### src/include/csf_pkg.sv
package csf_pkg;
  localparam int DP_W    = 9;
  localparam int OFS_W   = 7;
  localparam int ADDR_W  = 16;
  localparam int PROD_W  = 32;
  localparam int DATA_W  = 16;
  localparam int SHC_W   = 5;
  localparam int PM_L1   = 1;
  localparam int PM_L4   = 4;
  localparam int PM_R6   = 6;
  localparam logic [1:0] PM_NONE = 2'h0;
  localparam logic [1:0] PM_LEFT1 = 2'h1;
  localparam logic [1:0] PM_LEFT4 = 2'h2;
  localparam logic [1:0] PM_RIGHT6 = 2'h3;
  // Status word 0 layout
  localparam int ST0_OV   = 12;
  localparam int ST0_OVM  = 11;
  localparam int ST0_RSV  = 10;
  localparam int ST0_GLOBAL_INTERRUPT_MASK = 9;
  // Status word 1 layout
  localparam int ST1_TC   = 11;
  localparam int ST1_SXM  = 10;
  localparam int ST1_RSVH = 8;
  localparam int ST1_RSVL = 5;
  localparam int ST1_XF   = 4;
  localparam int ST1_RSV3 = 3;
  localparam int ST1_RSV2 = 2;
  localparam int ST1_PMH  = 1;
  // Reset values and accumulator saturation limits
  localparam logic [DP_W-1:0] DP_RST = 9'h000;
  localparam logic GLOBAL_INTERRUPT_MASK_RST = 1'b1;
  localparam logic OV_RST   = 1'b0;
  localparam logic OVM_RST  = 1'b0;
  localparam logic [1:0] PM_RST = 2'h0;
  localparam logic SXM_RST  = 1'b1;
  localparam logic TC_RST   = 1'b0;
  localparam logic XF_RST   = 1'b1;
  localparam logic [PROD_W-1:0] SAT_POS = 32'h7fffffff;
  localparam logic [PROD_W-1:0] SAT_NEG = 32'h80000000;
  // APB map
  localparam logic [7:0] OFS_ST0  = 8'h00;
  localparam logic [7:0] OFS_ST1  = 8'h04;
  localparam logic [7:0] OFS_OVCT = 8'h08;
  typedef enum logic [1:0] {
    CSF_BIT_GLOBAL_INTERRUPT_MASK = 2'h0,
    CSF_BIT_OVM  = 2'h1,
    CSF_BIT_SXM  = 2'h3,
    CSF_BIT_XF   = 2'h2
  } csf_bit_t;
endpackage

### src/core/csf_status.sv
// Local design decisions: the APB slave port and the register offsets.
`timescale 1ns/1ps
module csf_status #(
  parameter int OVCT_W = 16
) (
  input  wire logic                          mclk,
  input  wire logic                          rst_n,
  input  wire logic                          psel,
  input  wire logic                          penable,
  input  wire logic                          pwrite,
  input  wire logic [7:0]                    paddr,
  input  wire logic [31:0]                   pwdata,
  output logic [31:0]                        prdata,
  output logic                               pready,
  output logic                               pslverr,
  input  wire logic                          load_page_instr,
  input  wire logic [csf_pkg::DP_W-1:0]      page_value,
  input  wire logic                          load_status0_instr,
  input  wire logic                          load_status1_instr,
  input  wire logic [15:0]                   status_data,
  input  wire logic                          bit_set_instr,
  input  wire logic                          bit_clear_instr,
  input  wire logic [1:0]                    bit_target,
  input  wire logic                          set_product_mode_instr,
  input  wire logic [1:0]                    product_mode_value,
  input  wire logic                          conditional_branch_ov,
  input  wire logic                          bit_test_instr,
  input  wire logic                          dynamic_bit_test_instr,
  input  wire logic                          aux_compare_instr,
  input  wire logic                          test_result,
  input  wire logic                          leading_bit_align_instr,
  input  wire logic [1:0]                    acc_msbs,
  input  wire logic                          mask_irq_req,
  input  wire logic                          nmi_req,
  input  wire logic                          reset_irq_req,
  input  wire logic [csf_pkg::OFS_W-1:0]     direct_offset,
  input  wire logic [csf_pkg::PROD_W-1:0]    product_register,
  input  wire logic                          acc_write,
  input  wire logic [csf_pkg::PROD_W:0]      acc_sum,
  input  wire logic [csf_pkg::DATA_W-1:0]    scale_data,
  input  wire logic [csf_pkg::SHC_W-1:0]     scale_count,
  input  wire logic                          add_unextended_instr,
  output logic [csf_pkg::ADDR_W-1:0]         direct_addr,
  output logic [csf_pkg::PROD_W-1:0]         product_scaled,
  output logic [csf_pkg::PROD_W-1:0]         acc_result,
  output logic [csf_pkg::PROD_W-1:0]         scaled_data,
  output logic [csf_pkg::DP_W-1:0]           data_page_pointer,
  output logic                               global_interrupt_mask,
  output logic                               arith_excess_flag,
  output logic                               saturation_mode_bit,
  output logic [1:0]                         product_shift_select,
  output logic                               sign_extend_mode,
  output logic                               test_condition_flag,
  output logic                               external_flag_pin,
  output logic                               mask_irq_take,
  output logic                               nmi_take,
  output logic                               reset_irq_take,
  output logic [15:0]                        status0_image,
  output logic [15:0]                        status1_image
);
  function automatic logic hit(input logic en, input logic [1:0] sel, input logic [1:0] tgt);
    return en && (sel == tgt);
  endfunction

  logic [csf_pkg::DP_W-1:0]   dp_reg;
  logic [csf_pkg::DP_W-1:0]   dp_next;
  logic                       global_interrupt_mask_reg;
  logic                       global_interrupt_mask_next;
  logic                       ov_reg;
  logic                       ov_next;
  logic                       ovm_reg;
  logic                       ovm_next;
  logic [1:0]                 pm_reg;
  logic [1:0]                 pm_next;
  logic                       sxm_reg;
  logic                       sxm_next;
  logic                       tc_reg;
  logic                       tc_next;
  logic                       xf_reg;
  logic                       xf_next;
  logic [OVCT_W-1:0]          ovct_reg;
  logic [OVCT_W-1:0]          ovct_next;
  logic                       take_m_reg;
  logic                       take_n_reg;
  logic                       take_r_reg;
  logic [csf_pkg::ADDR_W-1:0] addr_reg;
  logic [csf_pkg::PROD_W-1:0] pscale_reg;
  logic [csf_pkg::PROD_W-1:0] acc_reg;
  logic [csf_pkg::PROD_W-1:0] iscale_reg;
  logic [31:0]                prdata_reg;
  logic                       pready_reg;
  logic                       pslverr_reg;

  wire take_m     = mask_irq_req && !global_interrupt_mask_reg;
  wire set_global_interrupt_mask   = hit(bit_set_instr, bit_target, csf_pkg::CSF_BIT_GLOBAL_INTERRUPT_MASK);
  wire clr_global_interrupt_mask   = hit(bit_clear_instr, bit_target, csf_pkg::CSF_BIT_GLOBAL_INTERRUPT_MASK);
  wire set_ovm    = hit(bit_set_instr, bit_target, csf_pkg::CSF_BIT_OVM);
  wire clr_ovm    = hit(bit_clear_instr, bit_target, csf_pkg::CSF_BIT_OVM);
  wire set_sxm    = hit(bit_set_instr, bit_target, csf_pkg::CSF_BIT_SXM);
  wire clr_sxm    = hit(bit_clear_instr, bit_target, csf_pkg::CSF_BIT_SXM);
  wire set_xf     = hit(bit_set_instr, bit_target, csf_pkg::CSF_BIT_XF);
  wire clr_xf     = hit(bit_clear_instr, bit_target, csf_pkg::CSF_BIT_XF);
  wire acc_ovf    = acc_sum[csf_pkg::PROD_W] ^ acc_sum[csf_pkg::PROD_W-1];
  wire ovf_event  = acc_write && acc_ovf;
  wire ov_clear   = conditional_branch_ov || load_status0_instr;
  wire tc_test    = bit_test_instr || dynamic_bit_test_instr || aux_compare_instr;

  // Load-status never touches the mask; trap outranks a same-cycle clear
  assign global_interrupt_mask_next = (take_m || set_global_interrupt_mask) ? 1'b1 : (clr_global_interrupt_mask ? 1'b0 : global_interrupt_mask_reg);
  assign dp_next = load_page_instr ? page_value :
                   load_status0_instr ? status_data[csf_pkg::DP_W-1:0] : dp_reg;
  // A new overflow wins over a clear in the same cycle
  assign ov_next = ovf_event ? 1'b1 :
                   load_status0_instr ? status_data[csf_pkg::ST0_OV] :
                   conditional_branch_ov ? 1'b0 : ov_reg;
  assign ovm_next = set_ovm ? 1'b1 : clr_ovm ? 1'b0 :
                    load_status0_instr ? status_data[csf_pkg::ST0_OVM] : ovm_reg;
  assign pm_next = set_product_mode_instr ? product_mode_value :
                   load_status1_instr ? status_data[csf_pkg::ST1_PMH:0] : pm_reg;
  assign sxm_next = set_sxm ? 1'b1 : clr_sxm ? 1'b0 :
                    load_status1_instr ? status_data[csf_pkg::ST1_SXM] : sxm_reg;
  assign tc_next = leading_bit_align_instr ? (acc_msbs[1] ^ acc_msbs[0]) :
                   tc_test ? test_result :
                   load_status1_instr ? status_data[csf_pkg::ST1_TC] : tc_reg;
  assign xf_next = set_xf ? 1'b1 : clr_xf ? 1'b0 : xf_reg;

  // Event counter saturates rather than wrap; a write to OFS_OVCT clears it
  wire apb_wr  = psel && penable && pready_reg && pwrite;
  wire ct_clr  = apb_wr && (paddr == csf_pkg::OFS_OVCT);
  wire ct_full = &ovct_reg;
  assign ovct_next = ct_clr ? '0 :
                     (ovf_event && !ct_full) ? ovct_reg + 1'b1 : ovct_reg;

  // Shift is applied on the transfer path only, the product input is read-only
  wire [csf_pkg::PROD_W-1:0] ps_val =
    (pm_reg == csf_pkg::PM_LEFT1) ? product_register << csf_pkg::PM_L1 :
    (pm_reg == csf_pkg::PM_LEFT4) ? product_register << csf_pkg::PM_L4 :
    (pm_reg == csf_pkg::PM_RIGHT6) ?
      csf_pkg::PROD_W'($signed(product_register) >>> csf_pkg::PM_R6) :
    product_register;

  wire [csf_pkg::PROD_W-1:0] sat_val = acc_sum[csf_pkg::PROD_W] ? csf_pkg::SAT_NEG
                                                                 : csf_pkg::SAT_POS;
  wire [csf_pkg::PROD_W-1:0] acc_val = (acc_ovf && ovm_reg) ? sat_val
                                     : acc_sum[csf_pkg::PROD_W-1:0];

  wire ext_on = sxm_reg && !add_unextended_instr && scale_data[csf_pkg::DATA_W-1];
  wire [csf_pkg::PROD_W-1:0] is_in = {{csf_pkg::DATA_W{ext_on}}, scale_data};
  wire [csf_pkg::PROD_W-1:0] is_val = is_in << scale_count;

  wire [15:0] st0_val = {3'h0, ov_reg, ovm_reg, 1'b1, global_interrupt_mask_reg, dp_reg};
  wire [15:0] st1_val = {3'h0, 1'b0, tc_reg, sxm_reg, 1'b0, 4'hf, xf_reg, 2'h3, pm_reg};

  wire        ap_setup = psel && !penable && !pready_reg;
  wire        ap_map   = (paddr == csf_pkg::OFS_ST0) || (paddr == csf_pkg::OFS_ST1) ||
                         (paddr == csf_pkg::OFS_OVCT);
  wire [31:0] ap_rd    = (paddr == csf_pkg::OFS_ST0) ? {16'h0000, st0_val} :
                         (paddr == csf_pkg::OFS_ST1) ? {16'h0000, st1_val} :
                         (paddr == csf_pkg::OFS_OVCT) ? 32'(ovct_reg) : 32'h00000000;

  always_ff @(posedge mclk or negedge rst_n)
  begin
    if (!rst_n)
    begin
      dp_reg   <= csf_pkg::DP_RST;
      global_interrupt_mask_reg <= csf_pkg::GLOBAL_INTERRUPT_MASK_RST;
      ov_reg   <= csf_pkg::OV_RST;
      ovm_reg  <= csf_pkg::OVM_RST;
      pm_reg   <= csf_pkg::PM_RST;
      sxm_reg  <= csf_pkg::SXM_RST;
      tc_reg   <= csf_pkg::TC_RST;
      xf_reg   <= csf_pkg::XF_RST;
      ovct_reg <= '0;
    end
    else
    begin
      dp_reg   <= dp_next;
      global_interrupt_mask_reg <= global_interrupt_mask_next;
      ov_reg   <= ov_next;
      ovm_reg  <= ovm_next;
      pm_reg   <= pm_next;
      sxm_reg  <= sxm_next;
      tc_reg   <= tc_next;
      xf_reg   <= xf_next;
      ovct_reg <= ovct_next;
    end
  end

  always_ff @(posedge mclk or negedge rst_n)
  begin
    if (!rst_n)
    begin
      take_m_reg <= 1'b0;
      take_n_reg <= 1'b0;
      take_r_reg <= 1'b0;
      addr_reg   <= '0;
      pscale_reg <= '0;
      acc_reg    <= '0;
      iscale_reg <= '0;
    end
    else
    begin
      take_m_reg <= take_m;
      take_n_reg <= nmi_req;
      take_r_reg <= reset_irq_req;
      addr_reg   <= {dp_reg, direct_offset};
      pscale_reg <= ps_val;
      acc_reg    <= acc_val;
      iscale_reg <= is_val;
    end
  end

  // Zero-wait slave: ready rises for exactly the access cycle
  always_ff @(posedge mclk or negedge rst_n)
  begin
    if (!rst_n)
    begin
      pready_reg  <= 1'b0;
      pslverr_reg <= 1'b0;
      prdata_reg  <= '0;
    end
    else
    begin
      pready_reg  <= ap_setup;
      pslverr_reg <= ap_setup && !ap_map;
      prdata_reg  <= (ap_setup && !pwrite) ? ap_rd : 32'h00000000;
    end
  end

  // Flags come straight from state, so the next instruction sees them
  assign data_page_pointer     = dp_reg;
  assign global_interrupt_mask = global_interrupt_mask_reg;
  assign arith_excess_flag     = ov_reg;
  assign saturation_mode_bit   = ovm_reg;
  assign product_shift_select  = pm_reg;
  assign sign_extend_mode      = sxm_reg;
  assign test_condition_flag   = tc_reg;
  assign external_flag_pin     = xf_reg;
  assign mask_irq_take         = take_m_reg;
  assign nmi_take              = take_n_reg;
  assign reset_irq_take        = take_r_reg;
  assign direct_addr           = addr_reg;
  assign product_scaled        = pscale_reg;
  assign acc_result            = acc_reg;
  assign scaled_data           = iscale_reg;
  assign status0_image         = st0_val;
  assign status1_image         = st1_val;
  assign prdata                = prdata_reg;
  assign pready                = pready_reg;
  assign pslverr               = pslverr_reg;

  property p_dp_hold;
    @(posedge mclk) disable iff (!rst_n)
      !load_page_instr && !load_status0_instr |=> $stable(dp_reg);
  endproperty
  a_dp_hold: assert property (p_dp_hold) else $error("page pointer moved");

  property p_addr;
    @(posedge mclk) disable iff (!rst_n)
      1'b1 |=> direct_addr == {$past(dp_reg), $past(direct_offset)};
  endproperty
  a_addr: assert property (p_addr) else $error("direct address wrong");

  property p_mask_block;
    @(posedge mclk) disable iff (!rst_n)
      global_interrupt_mask_reg |=> !mask_irq_take;
  endproperty
  a_mask_block: assert property (p_mask_block) else $error("masked trap taken");

  property p_lst_global_interrupt_mask;
    @(posedge mclk) disable iff (!rst_n)
      load_status0_instr && !bit_set_instr && !bit_clear_instr && !take_m
      |=> $stable(global_interrupt_mask_reg);
  endproperty
  a_lst_global_interrupt_mask: assert property (p_lst_global_interrupt_mask) else $error("load-status hit mask");

  property p_trap_global_interrupt_mask;
    @(posedge mclk) disable iff (!rst_n)
      take_m |=> global_interrupt_mask_reg && mask_irq_take;
  endproperty
  a_trap_global_interrupt_mask: assert property (p_trap_global_interrupt_mask) else $error("trap left mask clear");

  property p_nmi;
    @(posedge mclk) disable iff (!rst_n)
      nmi_req |=> nmi_take;
  endproperty
  a_nmi: assert property (p_nmi) else $error("nmi not taken");

  property p_ov_sticky;
    @(posedge mclk) disable iff (!rst_n)
      (ov_reg && !ov_clear) || ovf_event |=> ov_reg;
  endproperty
  a_ov_sticky: assert property (p_ov_sticky) else $error("overflow flag lost");

  property p_sat;
    @(posedge mclk) disable iff (!rst_n)
      acc_ovf && ovm_reg |=>
        acc_result == ($past(acc_sum[csf_pkg::PROD_W]) ? csf_pkg::SAT_NEG : csf_pkg::SAT_POS);
  endproperty
  a_sat: assert property (p_sat) else $error("no clamp on overflow");

  property p_right6;
    @(posedge mclk) disable iff (!rst_n)
      pm_reg == csf_pkg::PM_RIGHT6 |=>
        product_scaled ==
          csf_pkg::PROD_W'($signed($past(product_register)) >>> csf_pkg::PM_R6);
  endproperty
  a_right6: assert property (p_right6) else $error("right shift wrong");

  property p_tc_hold;
    @(posedge mclk) disable iff (!rst_n)
      !tc_test && !leading_bit_align_instr && !load_status1_instr |=> $stable(tc_reg);
  endproperty
  a_tc_hold: assert property (p_tc_hold) else $error("test flag moved");

  property p_leading_bit_align_instr;
    @(posedge mclk) disable iff (!rst_n)
      leading_bit_align_instr |=> tc_reg == ($past(acc_msbs[1]) ^ $past(acc_msbs[0]));
  endproperty
  a_leading_bit_align_instr: assert property (p_leading_bit_align_instr) else $error("align test wrong");

  property p_rsv;
    @(posedge mclk) disable iff (!rst_n)
      status0_image[csf_pkg::ST0_RSV] && (&status1_image[csf_pkg::ST1_RSVH:csf_pkg::ST1_RSVL])
      && status1_image[csf_pkg::ST1_RSV3] && status1_image[csf_pkg::ST1_RSV2];
  endproperty
  a_rsv: assert property (p_rsv) else $error("reserved bit low");
endmodule

### config.mk
export PLATFORM = sky130hd
export DESIGN_NAME = csf_status
export DESIGN_NICKNAME = d
export VERILOG_FILES = /design/src/include/csf_pkg.sv /design/src/core/csf_status.sv
export SDC_FILE = /design/constraint.sdc
export NUM_CORES = 1
export LEC_CHECK = 0
export ABC_AREA = 1
export BUFFER_PORTS_ARGS = -buffer_cell sky130_fd_sc_hd__buf_2
export CELL_PAD_IN_SITES_DETAIL_PLACEMENT = 2
export CELL_PAD_IN_SITES_GLOBAL_PLACEMENT = 2
export CORE_MARGIN = 2
export CORE_UTILIZATION = 27
export DETAILED_ROUTE_END_ITERATION = 6
export PLACE_DENSITY = 0.83
export SYNTH_ARGS = -nofsm -noshare
export SYNTH_HDL_FRONTEND = slang
export SYNTH_SLANG_ARGS = --single-unit
### constraint.sdc
create_clock -name mclk -period 3.1 [get_ports mclk]
set_clock_uncertainty 0.1 [all_clocks]
set_input_delay 0.155 -clock mclk [delete_from_list [all_inputs] [get_ports mclk]]
set_output_delay 0.155 -clock mclk [all_outputs]
set_load 0.02 [all_outputs]
-- Word-level counts from Yosys, hierarchy flattened
Index checks and enable logic that the tools add are counted.
- input port bits: 186
- flip-flop bits (word level): 182
- word-level logic and storage cells: 108
- output and inout bits: 198
- add/subtract/negate cells: 1
- reductions and logical operators: 46
- muxes and demuxes: 31
- shift operators: 1
- bitwise gates (word level): 2
- eq/ne operators: 8
- operators with widths (cell ; number):
    two-way mux 32 bit ; 4
    two-way mux 16 bit ; 6
    left shift 32 x 5 -> 32 bit ; 1
    two-way mux 31 bit ; 1
    logical AND 1 bit ; 22
    two-way mux 9 bit ; 2
    adder 16 x 1 -> 16 bit (second input constant) ; 1
    two-way mux 1 bit ; 16
    AND reduction 16 bit ; 1
    nonzero test 3 bit ; 4
    nonzero test 2 bit ; 5
    == test 2 bit (second input constant) ; 4
    == test 8 x 3 -> 1 bit (second input constant) ; 1
    == test 8 x 4 -> 1 bit (second input constant) ; 1
    zero test 8 bit ; 1
    zero test 1 bit ; 7
    logical OR 1 bit ; 5
    == test 2 x 1 -> 1 bit (second input constant) ; 2
    two-way mux 2 bit ; 2
    zero test 2 bit ; 1
    bitwise XOR 1 bit ; 2

-- Longest topological paths before layout
- depth after elaboration: 5
- gate-level depth with buffers: 11

-- Worst setup path after synthesis
OpenSTA, ideal clock, no wires.
- path type: reg-to-reg
- from: reg ovct_reg[0]
- to: reg ovct_reg[12]
- path buffers: 1
- required time: 2882 ps
- setup slack: 1379 ps
- clock period less this slack: 1721 ps
- stages on the path, launching flop included: 11
- arrival: 1503 ps
- path through: dfrtp_1 -> ha_1 -> nand3_1 -> inv_2 -> nand2_4 -> inv_4 -> a21oi_4 -> nor2_8 -> buf_6 -> nand2_1 -> nand2_1
- word-level cells in the longest chain between the ends: 4
- RTL lines (item ; line ; source):
    start, declared ; csf_status.sv:81 ; logic [OVCT_W-1:0] ovct_reg;
    start signal, assigned ; csf_status.sv:185 ; ovct_reg <= ovct_next;
    parallel branches: the longest is 4 deep, another holds adder 16 x 1 -> 16 bit ; - ;
Several ways; the timed one is not identified. The select of a mux whose other input is x is not followed.
A chain may end at the register's enable or synchronous reset.

-- Final worst setup path
- from: reg pm_reg[1] (netlist: product_shift_select[1])
- to: reg pscale_reg, in the netlist product_scaled[11]
- word-level cells in the longest chain between the ends: 4
- RTL lines (item ; line ; source):
    start, declared ; csf_status.sv:73 ; logic [1:0] pm_reg;
    start signal, assigned ; csf_status.sv:169 ; pm_reg <= csf_pkg::PM_RST;
    start signal, assigned ; csf_status.sv:181 ; pm_reg <= pm_next;
    == test 2 bit ; csf_status.sv:138 ; (pm_reg == csf_pkg::PM_RIGHT6) ?
    two-way mux 31 bit ; csf_status.sv:138 ;
    two-way mux 32 bit ; csf_status.sv:137 ; (pm_reg == csf_pkg::PM_LEFT4) ? product_register << csf_pkg::PM_L4 :
    two-way mux 32 bit (*) ; csf_status.sv:136 ; (pm_reg == csf_pkg::PM_LEFT1) ? product_register << csf_pkg::PM_L1 :
    named net ps_val (one bit) ; csf_status.sv:135 ; wire [csf_pkg::PROD_W-1:0] ps_val =
    end signal, assigned ; csf_status.sv:207 ; pscale_reg <= ps_val;
    end, declared ; csf_status.sv:87 ; logic [csf_pkg::PROD_W-1:0] pscale_reg;
Mark *: on every way through the listed nets, which the timed path passes. The rest lies on a longest branch.

==> flow_results.org <==
** Status
- Run status :: finished, final reports clean

** Finish
- Compared with the post-synthesis result, the final layout area differs by 44.2%.
- At the end of the flow, the number of nets in the layout was 1608.
- Cells with a size suffix above 1 make up between 20% and 30% of the layout.
- Utilization after layout :: between 30% and 40%
- Final non-filler cell area :: 11800 µm²
- Filler cells :: 3385

** Detailed routing
- DR iter-0 viols :: ~450
- Wire per inst :: 23.5 µm
- Residual DRC :: 0
- Routed Antenna Nets :: 0
- For this block, the via count after detailed routing is about 9300.
- Number of iterations in the first detailed-routing pass :: 5
- Total wire length :: between 40 and 50 mm
- Dividing the detail-routed via count by the number of cells gives around 5.1.

** Floorplanning
- The die is 178 µm tall.
- Area enclosed by the die boundary :: 31700 µm²
- Pin placement for this block handled around 380 I/O pins.
- Row cnt :: 63
- Total core area :: ~30000 µm²
- Chip Width :: roughly 180 µm
- The initial utilization of the core area, before any placement, comes to between 20% and 30%.

** Job
- Total of max-cap violations :: 0

** Global routing
- The first global-routing pass estimated about 63 mm of wire.
- Number of antenna violations at the first check in global routing :: 10
- Via count of the first global-routing pass :: slightly above 10000
- Entering global routing, the biggest net connects 78 pins.
- GRT Residual Overflow :: 0
- All-layer global routing usage :: a little over a quarter

** Critical path
- In this run the number of cells on the critical path is 5.
- Highest cell delay on the worst timing path :: about 800 ps
- Path type of the worst setup path :: flip-flop to flip-flop
- Crit path DAT :: 3230 ps
- Cell type group with the largest total delay on the critical path :: buffers and inverters
- Data on the critical path is required at its endpoint by approximately 3400 ps.
- The number of buffers and inverters on the critical path is 2.
- End of the worst register-to-register path :: product_scaled[11]$_DFF_PN0_
- Series of cell instances along the critical path :: nor2_2 > inv_1 > nor2_1 > a31oi_1 > dlygate4sd3_1
- Among all stages on the critical path, the largest delay is contributed by inv_1.
- Crit-path max FO :: 30
- STA classifies the critical path startpoint as a flip-flop.
- The worst setup path is captured at a flip-flop.
- Length in cells of the worst reg-to-reg path :: 5
- The worst register-to-register path begins at product_shift_select[1]$_DFFE_PN0P_.
- Register-to-register path setup slack :: 140 ps

** Placed design
- During placement, the flow inserted port buffers numbering 316.
- The placed instances occupy a cell area of 9860 µm².
- Half-perimeter wire length of the detailed placement result :: around 26 mm
- Weighted congestion reported at the end of routability-driven placement :: between 0.8 and 0.9

** Yosys
- Netlist area before placement :: between 8000 and 9000 µm²
- The synthesized netlist contains 42 unique library cells.
- The Yosys step of the flow raised 0 warnings.
- Syn Inst Count :: 1011
- Avg Synthesized Cell Area :: roughly 8.1 µm²
- For this run, the register share of the synthesized area comes to between 50% and 60%.
- Register bit total from synthesis :: about 170

** Power and ir drop
- IR analysis of the VDD net gives a maximum drop of a little under 0.0004 V.
- Overall power consumption after layout is estimated at around 6.5 mW.
- Summed over all cells, the static leakage comes to 6.08 nW.
- Power spread over the standard cell area amounts to 551 nW/µm².

** STA
- Worst slew pin tran :: 1030 ps
- Share of the clock period used by the worst path :: between 90 and 100%
- Setup total negative slack on the finished layout was measured at 0 ps.
- Slew Limit Headroom :: 31.1%
- Setup repair after global routing left no endpoint under its margin.
- Number of setup violations in the final report :: 0
- The worst path needs around 3000 ps of the cycle, external delays included.
- Achievable frequency :: 338 MHz
- The final number of max-transition violations is 0.
- Count of endpoints failing hold in the final timing report :: 0

** Clocking
- In this run the post-CTS setup repair buffer count came out at 0.
- Maximum clock path buffer count :: 2
- CTS sink cnt :: 166
- After clock tree synthesis, the clock-pin slew on the worst setup and hold paths is about 80 ps.
- The cell sitting at the root of the clock tree is a clkbuf_16.
- The clock reaches the later pin of the worst-skew pair after ~450 ps.
- Maximum level of the CTS H-tree :: 4
- TritonCTS built the clock tree.
- Number of buffers created by CTS :: 17

** Min path
- In this run the most critical hold path is launched from set_product_mode_instr.
- Path type of the worst min-delay path :: input pin to flip-flop
- The path with the worst hold slack has its endpoint at product_shift_select[1]$_DFFE_PN0P_.
- Counting instances, the worst hold path has a depth of 3.
-- worst max path at each step --
stage,slack [ps],startpoint,endpoint
2_1_floorplan,1380,ovct_reg[0]$_DFFE_PN0P_,ovct_reg[12]$_DFFE_PN0P_
3_3_place_gp,890,product_shift_select[1]$_DFFE_PN0P_,product_scaled[27]$_DFF_PN0_
3_5_place_dp,740,product_shift_select[1]$_DFFE_PN0P_,product_scaled[29]$_DFF_PN0_
4_1_cts,420,product_shift_select[1]$_DFFE_PN0P_,product_scaled[9]$_DFF_PN0_
5_1_grt,10,product_shift_select[1]$_DFFE_PN0P_,product_scaled[11]$_DFF_PN0_
6_report,140,product_shift_select[1]$_DFFE_PN0P_,product_scaled[11]$_DFF_PN0_
-- area by class of cell --
| class | instances | area [µm²] | area share [%] |
|---|---|---|---|
| timing repair buffer | 454 | 2970 | 25.1 |
| multi-input combinational | 714 | 3310 | 28.1 |
| clock inverter | 13 | 145 | 1.23 |
| sequential | 166 | 4160 | 35.2 |
| inverter | 68 | 262 | 2.22 |
| tap | 390 | 488 | 4.14 |
| clock buffer | 18 | 439 | 3.72 |
| antenna | 12 | 30.0 | 0.254 |
-- where the power goes --
part	switching, mW	internal [mW]	total (mW)
sequential	0.211	2.40	2.61
clock	1.02	1.22	2.24
combinational	1.08	0.580	1.66
total	2.31	4.19	6.50
-- metal layers --
layer | GRT usage, % | share of wire [%]
met5 | 0 | 0
met1 | 28.6 | 36
met3 | 5.39 | 5.5
met2 | 48.1 | 52
met4 | 16.6 | 6.1
-- placed cells by master, fill, tap and decap left out, types with 3 or more instances in the layout --
cell type,count
buf_2,315
nand2_1,287
dfrtp_1,163
dlygate4sd3_1,132
nand3_1,116
o21ai_0,85
nor2_1,76
inv_1,61
conb_1,31
a21oi_1,24
clkbuf_16,17
a31oi_1,16
diode_2,12
nand4_1,11
o22ai_1,10
o211ai_1,8
xor2_1,7
nor3_1,6
nand3b_1,6
a32oi_1,5
buf_4,5
inv_2,4
o21bai_1,4
clkinvlp_4,3
o221ai_1,3
clkinv_2,3
inv_6,3
dfstp_2,3
-- per-stage QoR --
stage | hold WS, ps | std cells | worst slack [ps]
global route | 28.7 | 1831 | 12.2
detailed placement | 160 | 1660 | 745
finish | 20.7 | 1835 | 140
global placement | 156 | 1660 | 890
floorplan | -241 | 1040 | 1380
CTS | 1.22 | 1823 | 425
-- cells in the mapped netlist, drive strengths merged --
cell	count	area, µm²
a21oi	25	136
conb	2	7.51
o22ai	10	62.6
inv	67	254
nand3b	6	45.0
o21bai	4	30.0
o31ai	2	15.0
o211ai	8	60.1
clkbuf	23	86.3
ha	1	12.5
nand4	11	68.8
or2	2	12.5
a211oi	1	7.51
o221ai	3	26.3
dfrtp	163	4080
a221oi	1	8.76
o21ai	85	425
xor2	7	61.3
nand3	117	591
nor2	80	329
and3	1	6.26
a32oi	5	43.8
nor3	6	30.0
nand2	289	1090
a32o	2	20.0
a31oi	16	100
xnor2	1	8.76
buf	69	480
dfstp	3	78.8
clkinv	1	3.75
-- kinds of logic (layout without fill, tap and decap cells) --
kind of cell             after synthesis  count (layout)  share of synthesized area [%]
AO/OA/AOI/OAI                        162             162                           11.4
XOR/XNOR                               8               8                          0.856
adder cells (fa/ha/maj)                1               1                          0.153
buffers and inverters                160             553                           10.1
flip-flops                           166             166                           50.8
other                                  2              43                         0.0917
AND/OR/NAND/NOR                      512             512                           26.6
-- what timing repair did --
item	CTS	global route
resized for setup	0	1
hold buffers	132	0
endpoints found under the hold margin	168	0
endpoints found under the setup margin	0	1
-- worst register-to-register path, stage by stage, from the launching register on --
cell and delay (ps):
dfrtp_1 690, nor2_2 230, inv_1 800, nor2_1 180, a31oi_1 250, dlygate4sd3_1 650
Power figures use the tool's default switching activity.
